--- src/logic/apc_pkg.sv ---
// Package of constants and types for the ATA power and pin-mode command block
`default_nettype none
package apc_pkg;
    // ==========================================================
    // Command opcodes
    localparam logic [7:0] OP_IDLE_A = 8'h97;
    localparam logic [7:0] OP_IDLE_B = 8'he3;
    localparam logic [7:0] OP_SLEEP_A = 8'h99;
    localparam logic [7:0] OP_SLEEP_B = 8'he6;
    localparam logic [7:0] OP_PINFN = 8'h8b;
    localparam logic [7:0] OP_SEEK = 8'h70;
    localparam logic [7:0] OP_DIAG = 8'h90;
    localparam logic [7:0] OP_INITP = 8'h91;
    // ==========================================================
    // Signature and feature codes of the pin function command
    localparam logic [7:0] SIG_CYL_HIGH = 8'h6e;
    localparam logic [7:0] SIG_CYL_LOW = 8'h44;
    localparam logic [7:0] SIG_SEC_NUM = 8'h72;
    localparam logic [7:0] SIG_SEC_CNT = 8'h50;
    localparam logic [7:0] FEAT_WP = 8'haa;
    localparam logic [7:0] FEAT_PD = 8'h55;
    // ==========================================================
    // Timing
    localparam int CLK_HZ = 10000000;
    localparam int TICK_US = 5000;
    localparam int TICK_CYC = CLK_HZ / 1000000 * TICK_US;
    localparam logic [7:0] IDLE_ZERO_TICKS = 8'h03;
    localparam int DEF_SLEEP_MS = 15;
    localparam logic [7:0] DEF_TICKS = 8'(DEF_SLEEP_MS * 1000 / TICK_US);
    // ==========================================================
    // Error and status bit positions, and posting masks
    localparam int ERR_BBK = 7;
    localparam int ERR_UNC = 6;
    localparam int ERR_IDNF = 4;
    localparam int ERR_ABRT = 2;
    localparam int ERR_AMNF = 0;
    localparam int ST_RDY = 6;
    localparam int ST_DWF = 5;
    localparam int ST_DSC = 4;
    localparam int ST_CORR = 2;
    localparam int ST_ERR = 0;
    localparam logic [7:0] ERR_MASK_READ = 8'hd5;
    localparam logic [7:0] ERR_MASK_WRITE = 8'h95;
    localparam logic [7:0] ERR_MASK_CTRL = 8'h04;
    localparam logic [7:0] ERR_MASK_SEEK = 8'h14;
    localparam logic [7:0] ST_MASK_READ = 8'h75;
    localparam logic [7:0] ST_MASK_WRITE = 8'h71;
    localparam logic [7:0] ST_MASK_DIAG = 8'h51;

    typedef enum logic [1:0] {
        CL_CTRL = 2'b00,
        CL_READ = 2'b01,
        CL_WRITE = 2'b10,
        CL_DIAG = 2'b11
    } apc_class_t;

    typedef enum logic [1:0] {
        ST_IDLE = 2'b00,
        ST_BUSY = 2'b01,
        ST_DONE = 2'b10
    } apc_state_t;
endpackage
`default_nettype wire

--- src/logic/apc_nvbit.sv ---
// Nonvolatile pin-function bit with a factory default
`timescale 1ns/1ns
`default_nettype none
module apc_nvbit
    import apc_pkg::*;
(
    input wire logic CORE_CLK, // Core clock
    input wire logic wr_en,    // Program strobe
    input wire logic wr_data,  // 1 = power-down function
    output logic rd_data       // Stored function, registered
);
    // ==========================================================
    // Storage cell: no reset, models a fused cell kept across resets
    logic cell_reg = 1'b0;
    logic cell_next;

    // Next value of the cell
    always_comb begin
        cell_next = wr_en ? wr_data : cell_reg;
    end

    // Cell and its registered read port
    always_ff @(posedge CORE_CLK) begin
        cell_reg <= cell_next;
    end

    assign rd_data = cell_reg;
endmodule // apc_nvbit
`default_nettype wire

--- src/logic/apc_cmd.sv ---
// ATA idle, sleep and pin-function command interpreter
`timescale 1ns/1ns
`default_nettype none
module apc_cmd
    import apc_pkg::*;
#(
    parameter int TICK_CYCLES = TICK_CYC // Cycles in one 5 ms tick
) (
    input wire logic CORE_CLK,        // Core clock, 10 MHz
    input wire logic NRST,            // Synchronous reset, active low
    input wire logic CMD_VALID,       // Command register written, pulse
    input wire logic [7:0] CMD_CODE,  // Command opcode
    input wire logic [7:0] FEATURE,   // Feature register
    input wire logic [7:0] SEC_CNT,   // Sector count register
    input wire logic [7:0] SEC_NUM,   // Sector number register
    input wire logic [7:0] CYL_LOW,   // Cylinder low register
    input wire logic [7:0] CYL_HIGH,  // Cylinder high register
    input wire logic [1:0] CMD_CLASS, // Class of command for error posting
    input wire logic [7:0] ERR_RAW,   // Error bits from the media engine
    input wire logic [7:0] STAT_RAW,  // Status bits from the media engine
    input wire logic HOST_RESET,      // Host reset, also wakes the drive
    output logic BUSY,                // Busy status bit
    output logic INTRQ,               // Host interrupt, one-cycle pulse
    output logic SLEEPING,            // Drive in sleep mode
    output logic AUTO_PD_EN,          // Automatic power-down enabled
    output logic PIN_IS_PD,           // Multi-purpose pin used as power-down
    output logic [7:0] ERR_OUT,       // Posted error register
    output logic [7:0] STAT_OUT       // Posted status register
);
    // ==========================================================
    // Error posting masks by command class
    function automatic logic [15:0] post_mask(input logic [1:0] cls, input logic seek);
        logic [15:0] m;
        m = {ERR_MASK_CTRL, ST_MASK_WRITE};
        if (cls == CL_READ) begin
            m = {ERR_MASK_READ, ST_MASK_READ};
        end else if (cls == CL_WRITE) begin
            m = {ERR_MASK_WRITE, ST_MASK_WRITE};
        end else if (cls == CL_DIAG) begin
            m = {8'h00, ST_MASK_DIAG};
        end else if (seek) begin
            m = {ERR_MASK_SEEK, ST_MASK_WRITE};
        end
        return m;
    endfunction

    // ==========================================================
    // State
    apc_state_t state_reg, state_next;
    logic [7:0] op_reg, op_next;
    logic [7:0] feat_reg, feat_next;
    logic [7:0] cnt_reg, cnt_next;
    logic sig_ok_reg, sig_ok_next;
    logic [1:0] cls_reg, cls_next;
    logic sleep_reg, sleep_next;
    logic auto_reg, auto_next;
    logic [7:0] ticks_reg, ticks_next;
    logic [7:0] left_reg, left_next;
    logic [31:0] div_reg, div_next;
    logic [7:0] err_reg, err_next;
    logic [7:0] stat_reg, stat_next;
    logic nv_wr, nv_data, nv_q;
    logic is_idle, is_sleep, is_pin, pin_valid, abort;
    logic [15:0] mask;

    // Nonvolatile pin function cell, not touched by reset
    apc_nvbit u_nv (
        .CORE_CLK(CORE_CLK),
        .wr_en(nv_wr),
        .wr_data(nv_data),
        .rd_data(nv_q)
    );

    // Decode of the captured command
    always_comb begin
        is_idle = (op_reg == OP_IDLE_A) || (op_reg == OP_IDLE_B);
        is_sleep = (op_reg == OP_SLEEP_A) || (op_reg == OP_SLEEP_B);
        is_pin = (op_reg == OP_PINFN);
        pin_valid = sig_ok_reg && ((feat_reg == FEAT_WP) || (feat_reg == FEAT_PD));
        abort = is_pin && !pin_valid;
        mask = post_mask(cls_reg, op_reg == OP_SEEK);
    end

    // ==========================================================
    // Command sequencer and power timer, next values
    always_comb begin
        state_next = state_reg;
        op_next = op_reg;
        feat_next = feat_reg;
        cnt_next = cnt_reg;
        sig_ok_next = sig_ok_reg;
        cls_next = cls_reg;
        sleep_next = sleep_reg;
        auto_next = auto_reg;
        ticks_next = ticks_reg;
        left_next = left_reg;
        div_next = div_reg;
        err_next = err_reg;
        stat_next = stat_reg;
        nv_wr = 1'b0;
        nv_data = 1'b0;
        // Inactivity countdown runs only while awake and enabled
        if (state_reg == ST_IDLE && auto_reg && !sleep_reg) begin
            if (div_reg >= 32'(TICK_CYCLES - 1)) begin
                div_next = 32'h0;
                if (left_reg <= 8'h01) begin
                    sleep_next = 1'b1;
                    left_next = 8'h00;
                end else begin
                    left_next = left_reg - 8'h01;
                end
            end else begin
                div_next = div_reg + 32'h1;
            end
        end
        if (HOST_RESET) begin
            sleep_next = 1'b0;
        end
        case (state_reg)
            ST_IDLE: begin
                if (CMD_VALID) begin
                    state_next = ST_BUSY;
                    sleep_next = 1'b0;
                    op_next = CMD_CODE;
                    feat_next = FEATURE;
                    cnt_next = SEC_CNT;
                    cls_next = CMD_CLASS;
                    sig_ok_next = (CYL_HIGH == SIG_CYL_HIGH) && (CYL_LOW == SIG_CYL_LOW)
                        && (SEC_NUM == SIG_SEC_NUM) && (SEC_CNT == SIG_SEC_CNT);
                end
            end
            ST_BUSY: begin
                state_next = ST_DONE;
                if (is_idle) begin
                    sleep_next = 1'b0;
                    auto_next = 1'b1;
                    ticks_next = (cnt_reg != 8'h00) ? cnt_reg : IDLE_ZERO_TICKS;
                end
                if (is_sleep) begin
                    sleep_next = 1'b1;
                end
                if (is_pin && pin_valid) begin
                    nv_wr = 1'b1;
                    nv_data = (feat_reg == FEAT_PD);
                end
                if (abort) begin
                    err_next = 8'h00;
                    err_next[ERR_ABRT] = 1'b1;
                    stat_next = 8'h00;
                    stat_next[ST_RDY] = 1'b1;
                    stat_next[ST_DSC] = 1'b1;
                    stat_next[ST_ERR] = 1'b1;
                end else begin
                    err_next = ERR_RAW & mask[15:8];
                    stat_next = STAT_RAW & mask[7:0];
                end
            end
            ST_DONE: begin
                state_next = ST_IDLE;
                left_next = ticks_reg;
                div_next = 32'h0;
            end
            default: state_next = ST_IDLE;
        endcase
    end

    // Register update
    always_ff @(posedge CORE_CLK) begin
        if (!NRST) begin
            state_reg <= ST_IDLE;
            op_reg <= 8'h00;
            feat_reg <= 8'h00;
            cnt_reg <= 8'h00;
            sig_ok_reg <= 1'b0;
            cls_reg <= 2'b00;
            sleep_reg <= 1'b0;
            auto_reg <= 1'b1;
            ticks_reg <= DEF_TICKS;
            left_reg <= DEF_TICKS;
            div_reg <= 32'h0;
            err_reg <= 8'h00;
            stat_reg <= 8'h00;
        end else begin
            state_reg <= state_next;
            op_reg <= op_next;
            feat_reg <= feat_next;
            cnt_reg <= cnt_next;
            sig_ok_reg <= sig_ok_next;
            cls_reg <= cls_next;
            sleep_reg <= sleep_next;
            auto_reg <= auto_next;
            ticks_reg <= ticks_next;
            left_reg <= left_next;
            div_reg <= div_next;
            err_reg <= err_next;
            stat_reg <= stat_next;
        end
    end

    // ==========================================================
    // Outputs; interrupt pulses in the last busy cycle, one cycle before busy drops
    assign BUSY = (state_reg != ST_IDLE);
    assign INTRQ = (state_reg == ST_DONE);
    assign SLEEPING = sleep_reg;
    assign AUTO_PD_EN = auto_reg;
    assign PIN_IS_PD = nv_q;
    assign ERR_OUT = err_reg;
    assign STAT_OUT = stat_reg;

    // ==========================================================
    // Checks
    idle_done_a: assert property (@(posedge CORE_CLK) disable iff (!NRST)
        (state_reg == ST_BUSY && is_idle) |=> (INTRQ && !SLEEPING && AUTO_PD_EN))
        else $error("idle did not complete");
    idle_ticks_a: assert property (@(posedge CORE_CLK) disable iff (!NRST)
        (state_reg == ST_BUSY && is_idle && cnt_reg != 8'h00) |=> (ticks_reg == $past(cnt_reg)))
        else $error("idle count not loaded");
    idle_zero_a: assert property (@(posedge CORE_CLK) disable iff (!NRST)
        (state_reg == ST_BUSY && is_idle && cnt_reg == 8'h00) |=> (ticks_reg == 8'h03))
        else $error("zero count not three");
    sleep_cmd_a: assert property (@(posedge CORE_CLK) disable iff (!NRST)
        (state_reg == ST_BUSY && is_sleep) |=> (SLEEPING && INTRQ) ##1 !BUSY)
        else $error("sleep command failed");
    wake_cmd_a: assert property (@(posedge CORE_CLK) disable iff (!NRST)
        (state_reg == ST_IDLE && CMD_VALID) |=> (!SLEEPING && BUSY))
        else $error("command did not wake");
    pin_mode_a: assert property (@(posedge CORE_CLK) disable iff (!NRST)
        (state_reg == ST_BUSY && is_pin && pin_valid) |=> (PIN_IS_PD == (feat_reg == FEAT_PD)))
        else $error("pin function not set");
    pin_abort_a: assert property (@(posedge CORE_CLK) disable iff (!NRST)
        (state_reg == ST_BUSY && abort) |=> (ERR_OUT == 8'h04 && $stable(PIN_IS_PD)))
        else $error("bad signature not aborted");
    write_bits_a: assert property (@(posedge CORE_CLK) disable iff (!NRST)
        (state_reg == ST_BUSY && cls_reg == CL_WRITE && !abort)
        |=> (!ERR_OUT[ERR_UNC] && !STAT_OUT[ST_CORR]))
        else $error("write posted UNC or CORR");
    restart_a: assert property (@(posedge CORE_CLK) disable iff (!NRST)
        (state_reg == ST_DONE) |=> (left_reg == ticks_reg && div_reg == 32'h0))
        else $error("timer not restarted");
endmodule // apc_cmd
`default_nettype wire

--- config.mk ---
export PLATFORM = sky130hd
export DESIGN_NAME = apc_cmd
export DESIGN_NICKNAME = d
export VERILOG_FILES = /design/src/logic/apc_pkg.sv /design/src/logic/apc_nvbit.sv /design/src/logic/apc_cmd.sv
export SDC_FILE = /design/constraint.sdc
export NUM_CORES = 1
export LEC_CHECK = 0
export BUFFER_PORTS_ARGS = -buffer_cell sky130_fd_sc_hd__clkbuf_2
export CAP_MARGIN = 20
export CORE_AREA = 10 10 104 106
export CTS_BUF_LIST = sky130_fd_sc_hd__clkbuf_16
export CTS_CLUSTER_DIAMETER = 150
export DETAILED_ROUTE_END_ITERATION = 8
export DIE_AREA = 0 0 114 116
export PLACE_DENSITY = 0.8
export SETUP_SLACK_MARGIN = 0.05
export SLEW_MARGIN = 0
export SYNTH_ARGS = -nofsm -noshare
export SYNTH_HDL_FRONTEND = slang
export SYNTH_SLANG_ARGS = --single-unit
--- constraint.sdc ---
create_clock -name CORE_CLK -period 2.2 [get_ports CORE_CLK]
set_clock_uncertainty 0.1 [all_clocks]
set_input_delay 0 -clock CORE_CLK [delete_from_list [all_inputs] [get_ports CORE_CLK]]
set_output_delay 0 -clock CORE_CLK [all_outputs]
set_load 0.02 [all_outputs]
==> flow_summary_export.csv, run 1 <==
group,metric,value,unit
clock_network,clk_latency,0.34,ns
floorplanning,rows,34,
placed_design,hpwlAfterDp,7530,um
synth,synth_area_leaders,"dfxtp_1 43%, nand2_1 7.9%, a21oi_1 5.2%, nor2_1 4.3%, xor2_1 2.8%",
finish,area_growth,31.7,%
worst_setup_path,crit_fanout,12,
route,viasPerCell,5.46,
clock_network,numCtsBuffers,9,
clock_network,htree_levels,3,
pwr,p_per_area,694,nW/um^2
worst_setup_path,cpPeakStageDelay,0.39,ns
worst_setup_path,worstSetupStartpointType,"flop",
pwr,peakVddDrop,0.381,mV
worst_setup_path,path_cells,"ha_1 -> nand3_1 -> a211o_1 -> a31oi_4 -> buf_4 -> a31oi_1 -> a211o_1",
synth,yosysTopAreaCellShare,43.4,%
route,postRouteAntennaNets,0,
global_route,grt_pass1_vias,4112,
worst_setup_path,worst-setup-path-type,"flop to flop",
clock_network,clk_path_buf_depth,2,
route,vias,3961,
finish,final_core_util,61.6,%
synth,synth_most_common_cell,"dfxtp_1",
pwr,power.leakage,2.25,nW
worst_setup_path,r2r_end,"left_reg[6]",
synth,ys_top_cells_by_count,"88 x dfxtp_1, 85 x nand2_1, 47 x nor2_1",
synth,ys.flop_type,"dfxtp_1",
synth,synth_top_cell_by_area,"dfxtp_1",
global_route,grtUsageTotal,16.8,%
global_route,antenna_found_initial,0,
clock_network,cts_tree,"yes",
clock_network,post-cts-setup-buffers,0,
synth,syn_area_per_cell,8.35,sq um
floorplanning,dieArea,13200,sq um
synth,synth-edff-count,1,
worst_setup_path,rr_startpoint,"div_reg[0]",
floorplanning,core,8680,sq um
placed_design,io_buffers,77,
synth,yosysWarnings,0,
worst_setup_path,crit_path_start,"div_reg[0]",
worst_setup_path,crit_path_end_kind,"flop",
clock_network,cts_sinks,89,
timing,max_slew_margin,64.2,%
floorplanning,die-width,114,um
global_route,grt_first_pass_wirelength,18600,um
synth,yosysSeqAreaShare,44.2,%
synth,ys_types,61,
timing,period_minus_slack,2.04,ns
worst_setup_path,crit_arrival,2.17,ns
worst_setup_path,r2r_slack,0.16,ns
route,wl_per_cell,15.4,um
clock_network,clk_pin_slew,0.06,ns
worst_setup_path,crit_path_end,"left_reg[6]",
synth,syn_inst,486,
finish,drive_above_1_share,19.8,%
route,drtPass1Iterations,5,
finish,finalNetCount,686,
status,status,"completed",
timing,max_freq,0.490,GHz
timing,rsz0062_at_grt,"yes",
timing,slew_violations,0,
global_route,grt_max_degree,47,
floorplanning,start_util,46.7,%
route,drt_iter0_markers,282,
global_route,grt_remaining_overflow,0,
worst_hold_path,hp-class,"primary input to flop",
route,routed_wl,11100,um
route,drc,0,
worst_setup_path,rr_worst_depth,7,
timing,setup_viol,0,
synth,netlist_area,4060,sq um
synth,ys_ff_latch,89,
timing,worst_pin_slew,0.533,ns
synth,ys_async_sr_fraction,0,%
timing,fin_crit_sh,92.7,%
timing,setup_tns,0,ns
worst_setup_path,critPathSlowestCell,"dfxtp_1",
timing,hold_violations,0,
floorplanning,die_y,116,um
run,drv_cap,0,
worst_setup_path,critPathRequiredTime,2.33,ns
worst_setup_path,path_common_cell,"a211o_1",
placed_design,gp_congestion,0.877,
clock_network,clockRootBuffer,"clkbuf_16",
floorplanning,io_pins,91,
finish,largest_reg_flops,32,
[how the worst min path moves through the flow]
stage,from,end,slack (ns),cells after the start
finish,SEC_NUM[7],sig_ok_reg,0.02,6
global route,SEC_NUM[7],sig_ok_reg,0.06,6
CTS,ERR_RAW[2],ERR_OUT[2],0.001,3
detailed placement,CMD_CLASS[0],cls_reg[0],0.13,3
global placement,FEATURE[5],feat_reg[5],0.12,3
floorplan,SEC_CNT[2],cnt_reg[2],0.04,2
[report_power, final]
part	total, mW	switching, mW	leakage [nW]	internal (mW)
combinational	0.398	0.210	1.37	0.188
clock	1.59	0.610	0.158	0.984
sequential	1.72	0.0479	0.722	1.67
[kinds of logic (layout without fill, tap and decap cells)]
family          after synthesis  count (layout)  synth area share (%)
flops                        89              89                  44.2
fa+ha+maj                     5               5                  1.54
compound gates               93              93                  15.3
other cells                   2               8                 0.185
mux                           7               7                  1.73
xor+xnor                     16              16                  3.45
buf+inv                      45             170                  5.43
simple gates                229             229                  28.2
[cells in the final DEF (no fill, tap or decap), drive strengths merged, types with 13 or more instances in the layout]
cell type / n
dlygate4sd3: 46
dfxtp: 88
nor3: 14
xor2: 13
clkbuf: 86
buf: 16
nand2: 85
a21oi: 42
nand3: 15
inv: 16
nor2: 48
[worst max-delay path, delay by kind of cell (launching register included)]
kind | cells | cell delay [ns]
buffers and inverters | 1 | 0.21
AO/OA/AOI/OAI | 4 | 0.90
AND/OR/NAND/NOR | 1 | 0.14
adder cells (fa/ha/maj) | 1 | 0.19
flip-flops | 1 | 0.39
[stage by stage]
stage	hold WS, ns	cell area (sq um)	setup WS [ns]	power (mW)	std cells
2_1_floorplan	0.0360	4080	0.304	1.96	491
3_3_place_gp	0.123	4550	0.120	2.06	662
3_5_place_dp	0.132	4550	0.0220	2.07	662
4_1_cts	0.00139	5320	0.123	3.72	723
5_1_grt	0.0611	5340	0.0417	3.84	724
6_report	0.0193	5340	0.161	3.71	725
[area by class of cell]
| class | instances | area [sq um] |
|---|---|---|
| timing repair buffer | 139 | 966 |
| tap | 108 | 135 |
| inverter | 15 | 56.3 |
| antenna | 1 | 2.50 |
| clock inverter | 7 | 86.3 |
| sequential | 89 | 1790 |
| multi-input combinational | 357 | 2080 |
| clock buffer | 9 | 225 |
| fill | 714 | 3330 |
[layer usage]
layer | vias up | track usage, % | routed length, um
met5 | - | 0 | 0
met4 | 0 | 5.76 | 183
met3 | 22 | 5.68 | 772
met2 | 116 | 30.1 | 5620
met1 | 1866 | 18.0 | 4570
li1 | 1957 | - | -
[timing repair]
action	4_1_cts	5_1_grt
resized for setup	1	2
hold endpoints to repair	39	1
hold buffers	45	1
setup endpoints to repair	7	3
No activity file was read; power rests on OpenSTA's default activity.
==> run 2, diff against run 1 <==
Settings changed: REMOVE_ABC_BUFFERS from default to 1.
==> run 2 against run 1 <==
Critical path depth down 2. Worst setup slack worse by 0.0031 ns. Final area up 0.21%. Sequential share of layout area about the same. Global-route usage up 0.55 points. Total power down 1.9%. Sequential power about the same. Worst hold slack worse by 0.0084 ns. Sequential cell count unchanged. Fmax down 0.15%. Die area unchanged. Critical endpoint is now ERR_OUT[2].
==> flow_summary_export.csv, run 2 (synthesis results as in run 1) <==
group,metric,value,unit
status,status,"completed",
route,routed_wl,11300,um
timing,worst_pin_slew,0.540,ns
floorplanning,rows,34,
worst_setup_path,crit_fanout,8,
finish,final_core_util,61.7,%
timing,rsz0062_at_grt,"no",
route,viasPerCell,5.46,
global_route,grt_pass1_vias,4116,
worst_setup_path,worstSetupStartpointType,"flop",
placed_design,dp_slack,0.0917,ns
worst_hold_path,hp-class,"primary input to flop",
clock_network,clockRootBuffer,"clkbuf_16",
timing,slew_violations,0,
clock_network,cts_tree,"yes",
finish,largest_reg_flops,32,
worst_setup_path,critPathRequiredTime,2.38,ns
timing,fin_ws,0.158,ns
finish,most-common-layout-cells,"86 x dfxtp_1, 85 x nand2_1, 77 x clkbuf_2",
worst_setup_path,path_cells,"nor2_1 -> nand3_1 -> or4_1 -> o21ai_1 -> o221a_2",
global_route,grt_max_degree,47,
global_route,grt_remaining_overflow,0,
timing,setup_viol,0,
placed_design,hpwlAfterDp,7420,um
placed_design,gp_congestion,0.857,
timing,max_freq,0.490,GHz
floorplanning,die-width,114,um
worst_setup_path,rr_worst_depth,5,
route,drc,0,
global_route,grtUsageTotal,17.3,%
route,drtPass1Iterations,5,
finish,final_area,5360,sq um
clock_network,clk_path_buf_depth,2,
placed_design,io_buffers,77,
finish,final-seq-area,1790,sq um
timing,fin_crit_sh,92.8,%
route,drt_iter0_markers,259,
pwr,peakVddDrop,0.455,mV
clock_network,numCtsBuffers,9,
worst_setup_path,critPathSlowestCell,"or4_1",
route,postRouteAntennaNets,0,
pwr,power.leakage,2.26,nW
finish,area_growth,32.0,%
finish,fillers,724,
clock_network,post-cts-setup-buffers,0,
worst_setup_path,cpPeakStageDelay,0.64,ns
placed_design,dpl_cell_area,4560,sq um
worst_setup_path,crit_path_end_kind,"flop",
worst_hold_path,worstHoldPathCells,4,
placed_design,dp.cells,663,
global_route,grt_first_pass_wirelength,19000,um
finish,multi_input_area,2090,sq um
floorplanning,die_y,116,um
floorplanning,core,8680,sq um
clock_network,clk_latency,0.34,ns
timing,period_minus_slack,2.04,ns
finish,drive_above_1_share,20.9,%
floorplanning,io_pins,91,
run,drv_cap,0,
timing,hold_ws,0.0108,ns
timing,hold_violations,0,
clock_network,clk_pin_slew,0.07,ns
route,wl_per_cell,15.5,um
finish,finalNetCount,688,
pwr,p_total,3.64,mW
timing,max_slew_margin,63.8,%
worst_setup_path,worst-setup-path-type,"flop to flop",
clock_network,htree_levels,3,
floorplanning,start_util,46.7,%
route,vias,3966,
worst_setup_path,crit_arrival,2.22,ns
timing,setup_tns,0,ns
clock_network,cts_sinks,89,
finish,diodes,0,
finish,layout_commonest_cell,"dfxtp_1",
global_route,antenna_found_initial,0,
pwr,p_per_area,680,nW/um^2
finish,finalNonFillerCells,726,
floorplanning,dieArea,13200,sq um
[run 2: power by group]
part | leakage (nW) | internal (mW) | switching (mW) | total, mW
registers | 0.722 | 1.67 | 0.0492 | 1.72
logic | 1.39 | 0.192 | 0.216 | 0.408
clock network | 0.147 | 0.879 | 0.633 | 1.51
total | 2.26 | 2.74 | 0.898 | 3.64
[run 2: path summary, 6_finish.rpt]
path | startpoint | endpoint | slack, ns
setup reg to reg | op_reg[5] | ERR_OUT[2] | 0.16
hold / removal | CMD_VALID | op_reg[7] | 0.01
hold reg to reg | ERR_OUT[7] | ERR_OUT[7] | 0.36
setup / recovery | op_reg[5] | ERR_OUT[2] | 0.16
[run 2: layout make-up]
type                       instances  area share (%)
clock buffer                       9            4.21
clock inverter                     7            1.31
inverter                          15            1.05
multi-input combinational        357            39.0
sequential                        89            33.5
tap                              108            2.52
timing repair buffer             141            18.4
[run 2: worst max-delay path, delay by kind of cell, from the launching register on]
family,cells,cell delay [ns]
AO/OA/AOI/OAI,2,0.65
AND/OR/NAND/NOR,3,0.90
flip-flops,1,0.33
[run 2: what timing repair did]
action,4_1_cts,5_1_grt
endpoints found under the setup margin,0,10
resized for setup,0,8
hold endpoints to repair,40,0
hold buffers,47,0
[run 2: per-layer routing]
metal | GRT usage [%] | wire length [um] | share of wire [%]
met3 | 5.99 | 722 | 6.4
met5 | 0 | 0 | 0
met1 | 18.1 | 4490 | 40
met2 | 30.8 | 5720 | 51
met4 | 7.77 | 359 | 3.2
==> run 3, diff against run 2 <==
Settings changed: RECOVER_POWER from default to 25.
==> run 3 against run 2 <==
Via count is 0.58% higher. Worst setup slack worse by 0.0021 ns. Largest power group unchanged. Clock power hardly changed. Fmax is 0.10% lower. Clock-buffer cell count stayed put.
==> flow_summary_export.csv, run 3 (synthesis results as in run 1) <==
group,metric,value,unit
floorplanning,dieArea,13200,sq um
floorplanning,die_y,116,um
pwr,p_clk_share,41.6,%
route,drc,0,
worst_setup_path,critPathSlowestCell,"or4_1",
pwr,p_total,3.64,mW
finish,drive_above_1_share,18.8,%
pwr,power_frac_comb,11.2,%
placed_design,dp_slack,0.0917,ns
global_route,grt_pass1_vias,4116,
finish,finalNetCount,688,
timing,setup_tns,0,ns
finish,diodes,0,
route,wl_per_cell,15.6,um
floorplanning,io_pins,91,
worst_setup_path,crit_arrival,2.23,ns
worst_setup_path,path_cells,"nor2_1 -> nand3_1 -> or4_1 -> o21ai_1 -> o221a_2",
placed_design,gp_congestion,0.857,
clock_network,cts_tree,"yes",
clock_network,htree_levels,3,
timing,max_freq,0.489,GHz
placed_design,io_buffers,77,
timing,period_minus_slack,2.04,ns
global_route,grt_remaining_overflow,0,
route,viasPerCell,5.49,
timing,hold_violations,0,
pwr,switching_share,24.8,%
clock_network,numCtsBuffers,9,
clock_network,clk_pin_slew,0.07,ns
clock_network,cts_sinks,89,
route,top_layer_used,"met4",
worst_setup_path,worst-setup-path-type,"flop to flop",
pwr,p_per_area,682,nW/um^2
clock_network,post-cts-setup-buffers,0,
worst_setup_path,critPathRequiredTime,2.38,ns
route,drt_iter0_markers,259,
route,wl_met1,4510,um
timing,fin_ws,0.156,ns
finish,most-common-layout-cells,"86 x dfxtp_1, 85 x nand2_1, 65 x clkbuf_2",
worst_setup_path,crit_path_end_kind,"flop",
status,status,"completed",
pwr,peakVddDrop,0.455,mV
pwr,power.switching,0.902,mW
route,wl_met3,754,um
floorplanning,start_util,46.7,%
timing,fin_crit_sh,92.9,%
placed_design,dpl_cell_area,4560,sq um
route,vias,3989,
worst_setup_path,crit_fanout,8,
finish,largest_reg_flops,32,
timing,hold_ws,0.00764,ns
floorplanning,die-width,114,um
global_route,grt_max_degree,47,
finish,area_growth,31.6,%
worst_setup_path,critPathTopFamily,"simple AND/OR/NAND/NOR gates",
global_route,grtUsageTotal,17.3,%
global_route,antenna_found_initial,0,
global_route,grt_first_pass_wirelength,19000,um
clock_network,clockRootBuffer,"clkbuf_16",
route,postRouteAntennaNets,0,
timing,worst_pin_slew,0.913,ns
timing,rsz0062_at_grt,"no",
worst_hold_path,hp-class,"primary input to flop",
worst_setup_path,cpPeakStageDelay,0.64,ns
route,drtPass1Iterations,7,
route,routed_wl,11300,um
floorplanning,core,8680,sq um
finish,final_area,5340,sq um
pwr,seq_power_share,47.2,%
pwr,power.leakage,2.21,nW
timing,max_slew_margin,39.2,%
pwr,p_int,2.74,mW
finish,layout_commonest_cell,"dfxtp_1",
timing,setup_viol,0,
finish,fillers,735,
clock_network,clk_path_buf_depth,2,
worst_setup_path,critPathBufInv,0,
run,drv_cap,0,
placed_design,hpwlAfterDp,7420,um
clock_network,clk_latency,0.35,ns
worst_setup_path,worstSetupStartpointType,"flop",
floorplanning,rows,34,
timing,slew_violations,0,
route,wl_met2,5700,um
-- run 3: cell types whose count changed in the layout (fill, tap and decap cells not counted) --
cell	change
clkbuf_2	-12
clkbuf_1	+13
buf_4	-1
-- run 3: repair_timing --
action,4_1_cts,5_1_grt
endpoints found under the setup margin,0,10
hold buffers,47,0
gates resized for setup,0,8
endpoints found under the hold margin,40,0
-- run 3: area by class of cell --
class | count | area [sq um] | area share, %
multi-input combinational | 357 | 2090 | 39.2
tap | 108 | 135 | 2.53
inverter | 15 | 56.3 | 1.06
clock inverter | 7 | 70.1 | 1.31
timing repair buffer | 141 | 965 | 18.1
sequential | 89 | 1790 | 33.6
clock buffer | 9 | 225 | 4.22
-- run 3: worst reg2reg max path: stages (launching register included) --
cell     delay (ns)
dfxtp_1        0.33
nor2_1         0.15
nand3_1        0.11
or4_1          0.64
o21ai_1        0.36
o221a_2        0.29
-- run 3: routing by layer --
metal / track usage [%] / vias to the layer above
met2: 30.8 / 158
met3: 5.99 / 36
li1: - / 1962
met5: 0 / -
met4: 7.77 / 0
met1: 18.1 / 1833
-- run 3: metrics by stage --
step           instances  utilization (%)
5_1_grt              726             61.5
3_3_place_gp         663             52.5
3_5_place_dp         663             52.5
2_1_floorplan        461                -
4_1_cts              726             61.4
6_report             726             61.5
-- run 3: path summary, 6_finish.rpt --
check / start / end / slack, ns / cells past startpoint
setup / recovery: op_reg[5] / ERR_OUT[2] / 0.16 / 5
hold / removal: CMD_VALID / op_reg[7] / 0.008 / 4
setup reg to reg: op_reg[5] / ERR_OUT[2] / 0.16 / 5
hold reg to reg: ERR_OUT[7] / ERR_OUT[7] / 0.36 / 2
-- run 3: power by group through the flow --
stage / Sequential [mW] / Combinational [mW] / Clock (mW)
floorplan: 1.75 / 0.185 / 0
global placement: 1.75 / 0.312 / 0
detailed placement: 1.75 / 0.323 / 0
CTS: 1.71 / 0.387 / 1.53
global route: 1.73 / 0.447 / 1.61
finish: 1.72 / 0.406 / 1.52
